<file path="config.mk">
export PLATFORM = sky130hd
export DESIGN_NAME = aidet_top
export DESIGN_NICKNAME = d
export VERILOG_FILES = /design/src/rtl/aidet_pkg.sv /design/src/rtl/aidet_axis_cmp.sv /design/src/rtl/aidet_top.sv
export SDC_FILE = /design/constraint.sdc
export NUM_CORES = 1
export LEC_CHECK = 0
export BUFFER_PORTS_ARGS = -buffer_cell sky130_fd_sc_hd__buf_2
export CORE_UTILIZATION = 60
export CTS_BUF_LIST = sky130_fd_sc_hd__clkbuf_2
export DETAILED_ROUTE_END_ITERATION = 16
export PLACE_DENSITY = 0.95
export SETUP_SLACK_MARGIN = 0.05
export SLEW_MARGIN = 20
export SYNTH_ARGS = -nofsm -noshare
export SYNTH_HDL_FRONTEND = slang
export SYNTH_SLANG_ARGS = --single-unit
</file>
<file path="constraint.sdc">
create_clock -name MCLK -period 2.85 [get_ports MCLK]
set_input_delay 0.57 -clock MCLK [delete_from_list [all_inputs] [get_ports MCLK]]
set_output_delay 0.57 -clock MCLK [all_outputs]
set_load 0.005 [all_outputs]
</file>
<file path="src/rtl/aidet_pkg.sv">
package aidet_pkg;

   // ------------------------------------------------------------
   // Field widths and encodings
   // ------------------------------------------------------------
   localparam int          THS_W        = 6;
   localparam int          SAMPLE_W     = 16;
   localparam int          CNT_W        = 14;
   localparam logic [1:0]  ACT_NONE     = 2'h0;
   localparam logic [1:0]  ACT_KEEP     = 2'h1;
   localparam logic [1:0]  ACT_SLEEP    = 2'h2;
   localparam logic [1:0]  ACT_OFF      = 2'h3;
   localparam logic [2:0]  MODE_LP1     = 3'h4;
   localparam logic [1:0]  GYRO_NORMAL  = 2'h0;
   localparam logic [1:0]  GYRO_SLEEP   = 2'h1;
   localparam logic [1:0]  GYRO_OFF     = 2'h2;
   localparam logic [CNT_W-1:0] SHORT_SLEEP = 14'h0010;
   localparam int          SLEEP_UNIT_SH = 9;
   localparam int          WEIGHT_MAX   = 5;
   localparam logic        FILTER_RST   = 1'b0;

   // ------------------------------------------------------------
   // Carriers
   // ------------------------------------------------------------
   typedef struct packed {
      logic signed [SAMPLE_W-1:0] x;
      logic signed [SAMPLE_W-1:0] y;
      logic signed [SAMPLE_W-1:0] z;
   } aidet_axes_t;

   typedef struct packed {
      logic [2:0] power_mode;
      logic [3:0] rate;
      logic [1:0] gyro;
   } aidet_power_t;

   typedef enum logic [1:0] {
      S_ACTIVE   = 2'b01,
      S_INACTIVE = 2'b10
   } aidet_state_t;

endpackage

</file>
<file path="src/rtl/aidet_axis_cmp.sv">
`timescale 1ns/1ps
module aidet_axis_cmp
   import aidet_pkg::*;
(
   input  wire aidet_axes_t   axes,
   input  wire logic [THS_W-1:0] ths,
   input  wire logic [2:0]    weight,
   output logic               all_below,
   output logic               any_above
);

   logic [SAMPLE_W+THS_W-1:0] lim;
   logic ax, ay, az;

   function automatic logic [SAMPLE_W-1:0] mag(input logic signed [SAMPLE_W-1:0] v);
      mag = v[SAMPLE_W-1] ? SAMPLE_W'(-v) : SAMPLE_W'(v);
   endfunction

   always_comb
   begin
      // weight scaling, codes above 101 saturate
      lim = (SAMPLE_W+THS_W)'(ths) << ((weight > 3'(WEIGHT_MAX)) ? WEIGHT_MAX : int'(weight));
      ax = (SAMPLE_W+THS_W)'(mag(axes.x)) > lim;
      ay = (SAMPLE_W+THS_W)'(mag(axes.y)) > lim;
      az = (SAMPLE_W+THS_W)'(mag(axes.z)) > lim;
      any_above = ax | ay | az;
      all_below = ~any_above;
   end

endmodule

</file>
<file path="src/rtl/aidet_top.sv">
`timescale 1ns/1ps
// Function
// - codes 01,10,11 force accel LP1 at inactive rate; gyro keep, sleep, off.
// - code 00 flags state changes only, no power or rate change.
// - filter select 0 slope path, 1 high-pass path, reset 0.
// - threshold is 6-bit unsigned.
// - weight sets LSB, 7.8125 mg doubling up to 250 mg saturated.
// - magnitude compared so both signs act alike.
// - enough quiet samples force accel LP1 under codes 01,10,11, user fields untouched.
// - inactive rate select 00..11 maps to four low rates.
// - sleep duration unit 512 samples, zero means 16 samples.
// - change event lasts one sample period when not latched.
// - any axis above for activity duration restores user settings.
// - activity duration counts samples, zero means first sample.
// - per-pin route bits; flag shown in both status views.
// - flag pulsed unless latch enabled, routed to a pin and state-on-pin off.
// - sleep state bit shows current state always.
// - state-on-pin drives state level on routed pins, never latched.
module aidet_top
   import aidet_pkg::*;
(
   input  wire logic          MCLK,
   input  wire logic          ARST_N,
   input  wire logic          SAMPLE_VALID,
   input  wire aidet_axes_t   SLOPE_DATA,
   input  wire aidet_axes_t   HIPASS_DATA,
   input  wire logic          INTERRUPT_FUNCTIONS_ENABLE,
   input  wire logic [1:0]    INACTIVITY_ACTION_SEL,
   input  wire logic [1:0]    INACTIVE_RATE_SEL,
   input  wire logic          FILTER_PATH_SEL,
   input  wire logic [THS_W-1:0] MOTION_THRESHOLD,
   input  wire logic [2:0]    THRESHOLD_WEIGHT,
   input  wire logic [3:0]    SLEEP_DURATION,
   input  wire logic [1:0]    ACTIVITY_DURATION,
   input  wire logic          PIN1_STATE_CHANGE_ROUTE,
   input  wire logic          PIN2_STATE_CHANGE_ROUTE,
   input  wire logic          LATCH_ENABLE,
   input  wire logic          STATE_ON_PIN,
   input  wire logic          STATUS_READ,
   input  wire aidet_power_t  USER_POWER,
   output aidet_power_t       EFFECTIVE_POWER,
   output logic               STATE_CHANGE_FLAG,
   output logic               SLEEP_STATE,
   output logic               INTERRUPT_PIN_ONE,
   output logic               INTERRUPT_PIN_TWO
);

   // ------------------------------------------------------------
   // Reset release
   // ------------------------------------------------------------
   logic rst_s1_q, rst_n_q;
   always_ff @(posedge MCLK or negedge ARST_N)
   begin
      if (!ARST_N)
      begin
         rst_s1_q <= 1'b0;
         rst_n_q  <= 1'b0;
      end
      else
      begin
         rst_s1_q <= 1'b1;
         rst_n_q  <= rst_s1_q;
      end
   end

   // ------------------------------------------------------------
   // Compare
   // ------------------------------------------------------------
   aidet_axes_t sel_axes;
   logic        all_below, any_above;

   assign sel_axes = FILTER_PATH_SEL ? HIPASS_DATA : SLOPE_DATA;

   aidet_axis_cmp u_cmp (
      .axes      (sel_axes),
      .ths       (MOTION_THRESHOLD),
      .weight    (THRESHOLD_WEIGHT),
      .all_below (all_below),
      .any_above (any_above)
   );

   // ------------------------------------------------------------
   // Detector
   // ------------------------------------------------------------
   aidet_state_t     state_q, state_d;
   logic [CNT_W-1:0] quiet_q, quiet_d, busy_q, busy_d, quiet_need;
   logic             pulse_q, pulse_d, latch_q, latch_d, change;
   logic             enabled, routed, latching;

   assign enabled  = INTERRUPT_FUNCTIONS_ENABLE;
   assign routed   = PIN1_STATE_CHANGE_ROUTE | PIN2_STATE_CHANGE_ROUTE;
   assign latching = LATCH_ENABLE & routed & ~STATE_ON_PIN;

   always_comb
   begin
      quiet_need = (SLEEP_DURATION == 4'h0) ? SHORT_SLEEP
                 : CNT_W'({SLEEP_DURATION, {SLEEP_UNIT_SH{1'b0}}});
      state_d = state_q;
      quiet_d = quiet_q;
      busy_d  = busy_q;
      pulse_d = pulse_q;
      latch_d = latch_q;
      change  = 1'b0;
      if (!enabled)
      begin
         state_d = S_ACTIVE;
         quiet_d = '0;
         busy_d  = '0;
         pulse_d = 1'b0;
      end
      else if (SAMPLE_VALID)
      begin
         // pulse ends after one sample period
         pulse_d = 1'b0;
         case (state_q)
            S_ACTIVE:
            begin
               quiet_d = all_below ? quiet_q + 1'b1 : '0;
               // enter inactivity after enough quiet samples
               if (all_below && (quiet_q + 1'b1 >= quiet_need))
               begin
                  state_d = S_INACTIVE;
                  quiet_d = '0;
                  busy_d  = '0;
                  change  = 1'b1;
               end
            end
            S_INACTIVE:
            begin
               busy_d = any_above ? busy_q + 1'b1 : '0;
               // activity after duration, 00 means first sample
               if (any_above && (busy_q >= CNT_W'(ACTIVITY_DURATION)))
               begin
                  state_d = S_ACTIVE;
                  busy_d  = '0;
                  quiet_d = '0;
                  change  = 1'b1;
               end
            end
            default:
            begin
               state_d = S_ACTIVE;
            end
         endcase
         if (change)
            pulse_d = 1'b1;
      end
      if (STATUS_READ || !latching)
         latch_d = 1'b0;
      if (change && latching)
         latch_d = 1'b1;
   end

   always_ff @(posedge MCLK or negedge rst_n_q)
   begin
      if (!rst_n_q)
      begin
         state_q <= S_ACTIVE;
         quiet_q <= '0;
         busy_q  <= '0;
         pulse_q <= 1'b0;
         latch_q <= 1'b0;
      end
      else
      begin
         state_q <= state_d;
         quiet_q <= quiet_d;
         busy_q  <= busy_d;
         pulse_q <= pulse_d;
         latch_q <= latch_d;
      end
   end

   // ------------------------------------------------------------
   // Power override and outputs
   // ------------------------------------------------------------
   aidet_power_t pwr_d, pwr_q;
   logic flag_d, flag_q, pin1_d, pin1_q, pin2_d, pin2_q, sleep_d, sleep_q, ev;

   always_comb
   begin
      pwr_d = USER_POWER;
      // override only in inactivity with a power action
      if (state_q == S_INACTIVE && INACTIVITY_ACTION_SEL != ACT_NONE)
      begin
         pwr_d.power_mode = MODE_LP1;
         // inactive rate code carried in the rate field
         pwr_d.rate = {2'h0, INACTIVE_RATE_SEL};
         case (INACTIVITY_ACTION_SEL)
            ACT_SLEEP: pwr_d.gyro = GYRO_SLEEP;
            ACT_OFF:   pwr_d.gyro = GYRO_OFF;
            default:   pwr_d.gyro = USER_POWER.gyro;
         endcase
      end
      sleep_d = (state_q == S_INACTIVE);
      ev      = pulse_q | latch_q;
      // flag in status; routed pins carry flag, or state level when state-on-pin set
      flag_d  = ev;
      pin1_d  = PIN1_STATE_CHANGE_ROUTE & (STATE_ON_PIN ? sleep_d : ev);
      pin2_d  = PIN2_STATE_CHANGE_ROUTE & (STATE_ON_PIN ? sleep_d : ev);
   end

   // Registered so outputs never glitch on comparator settling
   always_ff @(posedge MCLK or negedge rst_n_q)
   begin
      if (!rst_n_q)
      begin
         pwr_q   <= '0;
         flag_q  <= 1'b0;
         sleep_q <= 1'b0;
         pin1_q  <= 1'b0;
         pin2_q  <= 1'b0;
      end
      else
      begin
         pwr_q   <= pwr_d;
         flag_q  <= flag_d;
         sleep_q <= sleep_d;
         pin1_q  <= pin1_d;
         pin2_q  <= pin2_d;
      end
   end

   assign EFFECTIVE_POWER   = pwr_q;
   assign STATE_CHANGE_FLAG = flag_q;
   assign SLEEP_STATE       = sleep_q;
   assign INTERRUPT_PIN_ONE = pin1_q;
   assign INTERRUPT_PIN_TWO = pin2_q;

   // ------------------------------------------------------------
   // Checks
   // ------------------------------------------------------------
   a_pin_level: assert property (@(posedge MCLK) disable iff (!rst_n_q)
      STATE_ON_PIN && PIN1_STATE_CHANGE_ROUTE |=> INTERRUPT_PIN_ONE == $past(sleep_d))
      else $error("pin one level wrong");
   a_pin2_level: assert property (@(posedge MCLK) disable iff (!rst_n_q)
      STATE_ON_PIN && PIN2_STATE_CHANGE_ROUTE |=> INTERRUPT_PIN_TWO == $past(sleep_d))
      else $error("pin two level wrong");
   // Output flops leave reset one edge after the rst_n_q release edge, so that edge is skipped
   a_no_override: assert property (@(posedge MCLK) disable iff (!rst_n_q)
      rst_n_q && INACTIVITY_ACTION_SEL == ACT_NONE |=> EFFECTIVE_POWER == $past(USER_POWER))
      else $error("override with action 00");
   a_lp1_inact: assert property (@(posedge MCLK) disable iff (!rst_n_q)
      state_q == S_INACTIVE && INACTIVITY_ACTION_SEL != ACT_NONE
      |=> EFFECTIVE_POWER.power_mode == MODE_LP1)
      else $error("not low power when inactive");
   a_pulse_ends: assert property (@(posedge MCLK) disable iff (!rst_n_q)
      pulse_q && SAMPLE_VALID && !change |=> !pulse_q)
      else $error("pulse too long");
   a_latch_hold: assert property (@(posedge MCLK) disable iff (!rst_n_q)
      latch_q && latching && !STATUS_READ |=> latch_q)
      else $error("latch lost");
   a_sleep_show: assert property (@(posedge MCLK) disable iff (!rst_n_q)
      1'b1 |=> SLEEP_STATE == ($past(state_q) == S_INACTIVE))
      else $error("sleep state mismatch");
   a_wake_fast: assert property (@(posedge MCLK) disable iff (!rst_n_q)
      enabled && state_q == S_INACTIVE && SAMPLE_VALID && any_above
      && ACTIVITY_DURATION == 2'h0 |=> state_q == S_ACTIVE)
      else $error("no wake on first sample");
   a_quiet_reset: assert property (@(posedge MCLK) disable iff (!rst_n_q)
      enabled && state_q == S_ACTIVE && SAMPLE_VALID && any_above |=> quiet_q == '0)
      else $error("quiet count not restarted");

endmodule

</file>
==> run summary, run 1 <==
The number of global-route vias before repair is 10200. The largest net degree at the start of global routing is 46. Of all flip-flops after synthesis, the portion carrying an async set or reset was 1.00.

The global placer's final weighted congestion is 0.945. The netlist area before placement is 0.00575 mm^2. Counting flops with a built-in enable in the synthesized netlist gives 0. The warning count from the yosys run came out at 0. The post-synthesis sequential area ratio came out at 0.205.

The number of levels the H-tree was split into is 2. The first-pass GRT wire length is 58700 um. The floorplan step set the die width to 99.9 um. The total overflow left after global routing is 189. The flow did not finish. Counting flops and latches in the post-synthesis netlist gives 47. The effective utilization at floorplan came out at 0.619. The first error in the log reads "[ERROR GRT-0116] Global routing finished with congestion. Check the congestion regions in the DRC Viewer". The height of the die is 99.9 um. Progress stopped at 5_1_grt. The fraction of post-synthesis cell area in the top cell type by area came out at 0.200. The synthesized netlist cell count came out at 686. During placement, the flow inserted port buffers numbering 146.

The top-level port count is 147. The number of buffers created by CTS came out at 5. The synthesized area per cell came out at 8.38 um^2.

The detailed placer's ending HPWL came out at 18800 um. The count of clock tree sinks came out at 47. For this run, the total global-route usage over all layers was measured as 0.774. The biggest area contributor in the post-synthesis netlist is sky130_fd_sc_hd__dfrtp_1. The main flop type after synthesis is sky130_fd_sc_hd__dfrtp_1. The largest buffer count on any clock path came out at 2. The standard-cell row count came out at 35. By area the synthesized netlist is led by sky130_fd_sc_hd__dfrtp_1 (20%), sky130_fd_sc_hd__ha_1 (11%), sky130_fd_sc_hd__mux2i_1 (9.7%). The count of different cell masters after synthesis is 83. CTS placed an instance of sky130_fd_sc_hd__clkbuf_2 at the clock tree root.
Yosys cell counts (3+ instances only):
cell,count
sky130_fd_sc_hd__nand4_1,14
sky130_fd_sc_hd__o21ai_0,32
sky130_fd_sc_hd__o21a_1,4
sky130_fd_sc_hd__o41ai_1,3
sky130_fd_sc_hd__a31oi_1,6
sky130_fd_sc_hd__inv_1,17
sky130_fd_sc_hd__nor4b_1,5
sky130_fd_sc_hd__buf_2,3
sky130_fd_sc_hd__nand2_1,48
sky130_fd_sc_hd__xnor2_1,14
sky130_fd_sc_hd__nor2b_1,7
sky130_fd_sc_hd__clkbuf_1,13
sky130_fd_sc_hd__nor3_1,35
sky130_fd_sc_hd__mux2_2,15
sky130_fd_sc_hd__a22oi_1,3
sky130_fd_sc_hd__a21o_1,13
sky130_fd_sc_hd__nand4b_1,4
sky130_fd_sc_hd__o21bai_1,3
sky130_fd_sc_hd__a211o_1,4
sky130_fd_sc_hd__and2_1,19
sky130_fd_sc_hd__o21ai_1,8
sky130_fd_sc_hd__or3_1,8
sky130_fd_sc_hd__nand2b_1,16
sky130_fd_sc_hd__nor4_1,18
sky130_fd_sc_hd__o211ai_1,11
sky130_fd_sc_hd__xor2_1,23
sky130_fd_sc_hd__o22ai_1,12
sky130_fd_sc_hd__nand3_1,25
sky130_fd_sc_hd__mux2i_1,56
sky130_fd_sc_hd__a211oi_1,6
sky130_fd_sc_hd__dfrtp_1,46
sky130_fd_sc_hd__nor2_1,48
sky130_fd_sc_hd__or2_2,6
sky130_fd_sc_hd__ha_1,51
sky130_fd_sc_hd__buf_6,6
sky130_fd_sc_hd__a21oi_1,25
sky130_fd_sc_hd__and3_1,3
sky130_fd_sc_hd__nor3b_1,4
per-layer routing:
layer,overflow,global-route usage
met2,122,1.02
met5,0,0.0974
met1,4,0.738
met3,1,0.519
met4,62,0.910
repair_timing:
action	CTS
cloned	4
hold endpoints to repair	2
pin swaps	29
resized for setup	75
setup buffers	11
setup endpoints to repair	32
hold buffers	1
metrics by stage:
| stage | TNS [ns] | hold slack, ns | instance area (um^2) | setup WS, ns | instances |
|---|---|---|---|---|---|
| floorplan | -55.21 | 0.274 | 5830 | -1.84 | 692 |
| global placement | -40.57 | 0.334 | 7970 | -1.42 | 1134 |
| detailed placement | -53.03 | 0.355 | 7970 | -1.79 | 1134 |
| CTS | -27.64 | 0.262 | 8570 | -0.933 | 1157 |
kinds of logic after synthesis:
family	Yosys count	share of synthesized area
and+or+nand+nor	278	0.266
AOI/OAI and AO/OA	158	0.195
adders and majority gates	51	0.111
DFF	47	0.205
xor gates and xnor gates	37	0.0564
buffers and inverters	41	0.0359
muxes	73	0.131
other	1	0.000652
==> inputs of run 2 (changes only) <==
CORE_UTILIZATION = 40   (was 60)
CTS_BUF_LIST = unset   (was sky130_fd_sc_hd__clkbuf_2)
PLACE_DENSITY = unset   (was 0.95)
PLACE_DENSITY_LB_ADDON = 0.15   (was unset)
SETUP_SLACK_MARGIN = unset   (was 0.05)
==> run 2 against run 1 <==
Synthesized cell count unchanged. The flow now finishes, with violations (negative setup slack). Synthesized area did not move.
==> run summary, run 2 <==
For this run, the number of standard cells in the final layout without fillers is 1220. For the worst-skew pair, the clock arrives at the later sink with an insertion delay of 0.29 ns. The net count reported at finish came out at 1224.

The met2 wire length is 9420 um. The number of buffers created by CTS came out at 5 (unchanged). The netlist area before placement is 0.00575 mm^2 (unchanged).

The most critical setup path has its endpoint at state_q[1]. The fraction of registers with async set or reset after synthesis was 1.00 (unchanged). The number of buffers and inverters on the critical path is 3. The detailed placer's ending HPWL is 15100 um (was 18800 um). The number of antenna violations at the first check in global routing came out at 0. The setup slack of the most critical reg-to-reg path came out at -0.44 ns.

The total power divided by cell area came out at 286 mW/mm^2. The global placer's final weighted congestion is 0.935 (was 0.945). The critical path startpoint is FILTER_PATH_SEL.

In this run the remaining antenna-violating nets after routing total 0. The synthesized flop and latch total is 47 (unchanged). The post-synthesis sequential area ratio came out at 0.205 (unchanged). The share of the clock period used by the worst path is 1.38.

The checks that failed: negative setup slack. The synthesized netlist cell count is 686 (unchanged). The fmax came out at 0.255 GHz. The top-level port count is 147 (unchanged). The origin of the critical flop-to-flop path is quiet_q[1].

The most common cell in the netlist is sky130_fd_sc_hd__mux2i_1 (unchanged). The first TritonRoute pass finished after 6 iterations. The height of the die came to 122 um (was 99.9 um). Setup repair after global routing could not meet its margin everywhere. The actual transition at the worst max-transition pin is 0.654 ns. Most common library cells after synthesis: sky130_fd_sc_hd__mux2i_1 (56), sky130_fd_sc_hd__ha_1 (51), sky130_fd_sc_hd__nand2_1 (48), sky130_fd_sc_hd__nor2_1 (48), sky130_fd_sc_hd__dfrtp_1 (46) (unchanged). The worst setup margin came out at -1.08 ns.

The number of global-route vias before repair was 6705. The slowest stage cell on the critical path is sky130_fd_sc_hd__or4_4. The top cell type by total area after synthesis is sky130_fd_sc_hd__dfrtp_1 (unchanged). Entering global routing, the biggest net connects 46 pins. The kind of cell with the highest combined delay along the critical path is simple AND/OR/NAND/NOR gates. The final max-slew violation count came out at 0.

The count of flip-flops with a built-in enable after synthesis is 0 (unchanged). The signal arrival time at the worst endpoint is 4.10 ns. After detailed routing, the average wire length per cell comes to 15.8 um.

The layout-stage area growth over the synthesis result is 54.3%. Summed over all cells, the static leakage comes to 4.27 nW. The hold violation total from the final report came out at 0. The data required time of the critical path is 3.02 ns. After detailed routing, the number of remaining DRC violations is 0. The wire length on met3 came out at 913 um. The number of levels the H-tree was split into came out at 2 (unchanged). The count of clock tree sinks is 47 (unchanged). The largest stage delay on the critical path is 0.43 ns.

The first global-routing pass estimated 30900 um of wire. The critical path depth in cells is 18. The uppermost layer routed is met4. The diode insertion count for antenna repair came out at 0.

The utilization of the core after routing is 0.637. The total instance count after detailed placement came out at 1185 (was 1134). The fraction of post-synthesis cell area in the top cell type by area came out at 0.200 (unchanged).

The library cells used most frequently in the layout, excluding fill and tap cells, are sky130_fd_sc_hd__buf_4 (204), sky130_fd_sc_hd__buf_2 (145), sky130_fd_sc_hd__mux2i_1 (48), sky130_fd_sc_hd__nand2_1 (48), sky130_fd_sc_hd__ha_1 (48). For the worst flop-to-flop path, the logic depth is 13. Ranking of synthesized cells by area: sky130_fd_sc_hd__dfrtp_1 (20%), sky130_fd_sc_hd__ha_1 (11%), sky130_fd_sc_hd__mux2i_1 (9.7%) (unchanged). The worst max-slew margin expressed relative to the limit came out at 0.559. The worst-case IR drop observed on VDD is 376 uV. The total of endpoints with negative setup slack in the final report is 32. The count of different cell masters after synthesis was 83 (unchanged). The most common cell after layout, fill and taps aside is sky130_fd_sc_hd__buf_4. The start-to-end type of the worst setup path is in -> reg. The effective utilization at floorplan is 0.413 (was 0.619). On the final layout, the worst clock skew is 0.00358 ns. The count of maximum capacitance violations is 0. The critical path goes through buf_16 > mux2i_4 > ha_4 > nand4b_1 > a21oi_2 > buf_4 > a31oi_1 > xnor2_1 > ha_1 > nand3_1 > or4_4 > nand2b_4 > o211ai_1 > o2111ai_2 > buf_4 > o41ai_2 > nor3_1 > or3_1. The fraction of layout cells with a size suffix above 1 is 0.446. Result of the run: finished with violations (was aborted with a tool error). The width of the chip came out at 122 um (was 99.9 um). The detailed-route via count is 6668. The path type of the worst min-delay path is in -> async. The total of buffers placed on input and output ports was 146 (unchanged). The iteration-0 DRC count of the detailed router came out at 306. The largest buffer count on any clock path was 2 (unchanged). After clock tree synthesis, the clock-pin slew on the worst setup and hold paths is 0.07 ns. The standard-cell row count came out at 43 (was 35). The met1 wire length came out at 8550 um. The main flop type after synthesis is sky130_fd_sc_hd__dfrtp_1 (unchanged). The master cell of the clock root buffer is sky130_fd_sc_hd__clkbuf_16 (was sky130_fd_sc_hd__clkbuf_2). TritonCTS built the clock tree.

The worst setup path is captured at a register. The core area came out at 0.0139 mm^2. The reg-to-reg endpoint is state_q[1]. The total grt overflow came out at 0. The top fanout value on the critical path came out at 8. The total global routing track utilization is 0.257. The worst setup path is launched from an input port. The critical path's most frequent cell is sky130_fd_sc_hd__buf_4.

The worst path in the final design needs a cycle of 3.93 ns, including I/O delays and setup. The synthesized area per cell was 8.38 um^2 (unchanged). Dividing the detail-routed via count by the number of cells gives 5.47. After detailed routing, the total wire length is 19200 um. The die covers 0.0149 mm^2. The warning count from the yosys run came out at 0 (unchanged).
## run 2: cell counts after synthesis
Identical to the previous run, type by type.
## run 2: where the power goes
| group | leakage, nW | total, mW | switching, mW | internal (mW) |
|---|---|---|---|---|
| registers | 0.627 | 0.689 | 0.0137 | 0.675 |
| logic | 3.57 | 1.24 | 0.607 | 0.630 |
| clock network | 0.0723 | 0.611 | 0.276 | 0.335 |
## run 2: worst min path at each step
stage / endpoint / slack, ns
5_1_grt: rst_n_q / 0.05
6_report: rst_n_q / 0.05
3_5_place_dp: rst_n_q / 0.34
2_1_floorplan: rst_n_q / 0.27
4_1_cts: rst_n_q / 0.04
3_3_place_gp: rst_n_q / 0.34
## run 2: repair_timing
item                                    4_1_cts  5_1_grt
hold buffers                                  0        0
endpoints found under the setup margin       32       32
pin swaps                                    44       13
gates cloned                                  1        0
setup buffers                                25        3
resized for setup                            72       28
## run 2: routing by layer
layer  GRT usage  vias to the layer above
met5           0                        -
met4      0.0679                        0
met3      0.0201                       33
met2       0.469                      208
met1       0.322                     3134
li1            -                     3293
## run 2: metrics by stage
stage / worst slack (ns) / hold slack (ns) / area (um^2) / TNS [ns] / total power, mW
global route: -1.23 / 0.0480 / 8870 / -36.26 / 2.68
global placement: -1.56 / 0.345 / 8030 / -47.74 / 1.77
finish: -1.08 / 0.0464 / 8870 / -30.53 / 2.54
detailed placement: -1.64 / 0.340 / 8030 / -49.96 / 1.80
floorplan: -1.84 / 0.274 / 5830 / -55.21 / 1.29
CTS: -1.05 / 0.0424 / 8720 / -30.28 / 2.50
## run 2: cell families (layout without fill, tap and decap cells)
kind of cell / Yosys count / count (layout) / synth area share
adder cells (fa/ha/maj): 51 / 51 / 0.111
flip-flops: 47 / 47 / 0.205
AND/OR/NAND/NOR: 278 / 278 / 0.266
other: 1 / 7 / 0.000652
XOR/XNOR: 37 / 37 / 0.0564
multiplexers: 73 / 73 / 0.131
AO/OA/AOI/OAI: 158 / 159 / 0.195
buffers and inverters: 41 / 388 / 0.0359
## run 2: cell type report
type | count | area [um^2]
fill | 1195 | 5060
multi-input combinational | 605 | 4800
timing repair buffer | 363 | 2450
sequential | 47 | 1180
tap | 180 | 225
clock buffer | 5 | 125
inverter | 17 | 63.8
clock inverter | 3 | 27.5
## run 2: worst reg2reg max path: cells and delay by family (launching register included)
kind                     cells  cell delay, ns
AO/OA/AOI/OAI                2            0.49
flip-flops                   1            0.36
buffers and inverters        1            0.14
adder cells (fa/ha/maj)      1            0.23
AND/OR/NAND/NOR              9            1.95
(Power assumes the default switching activity.)
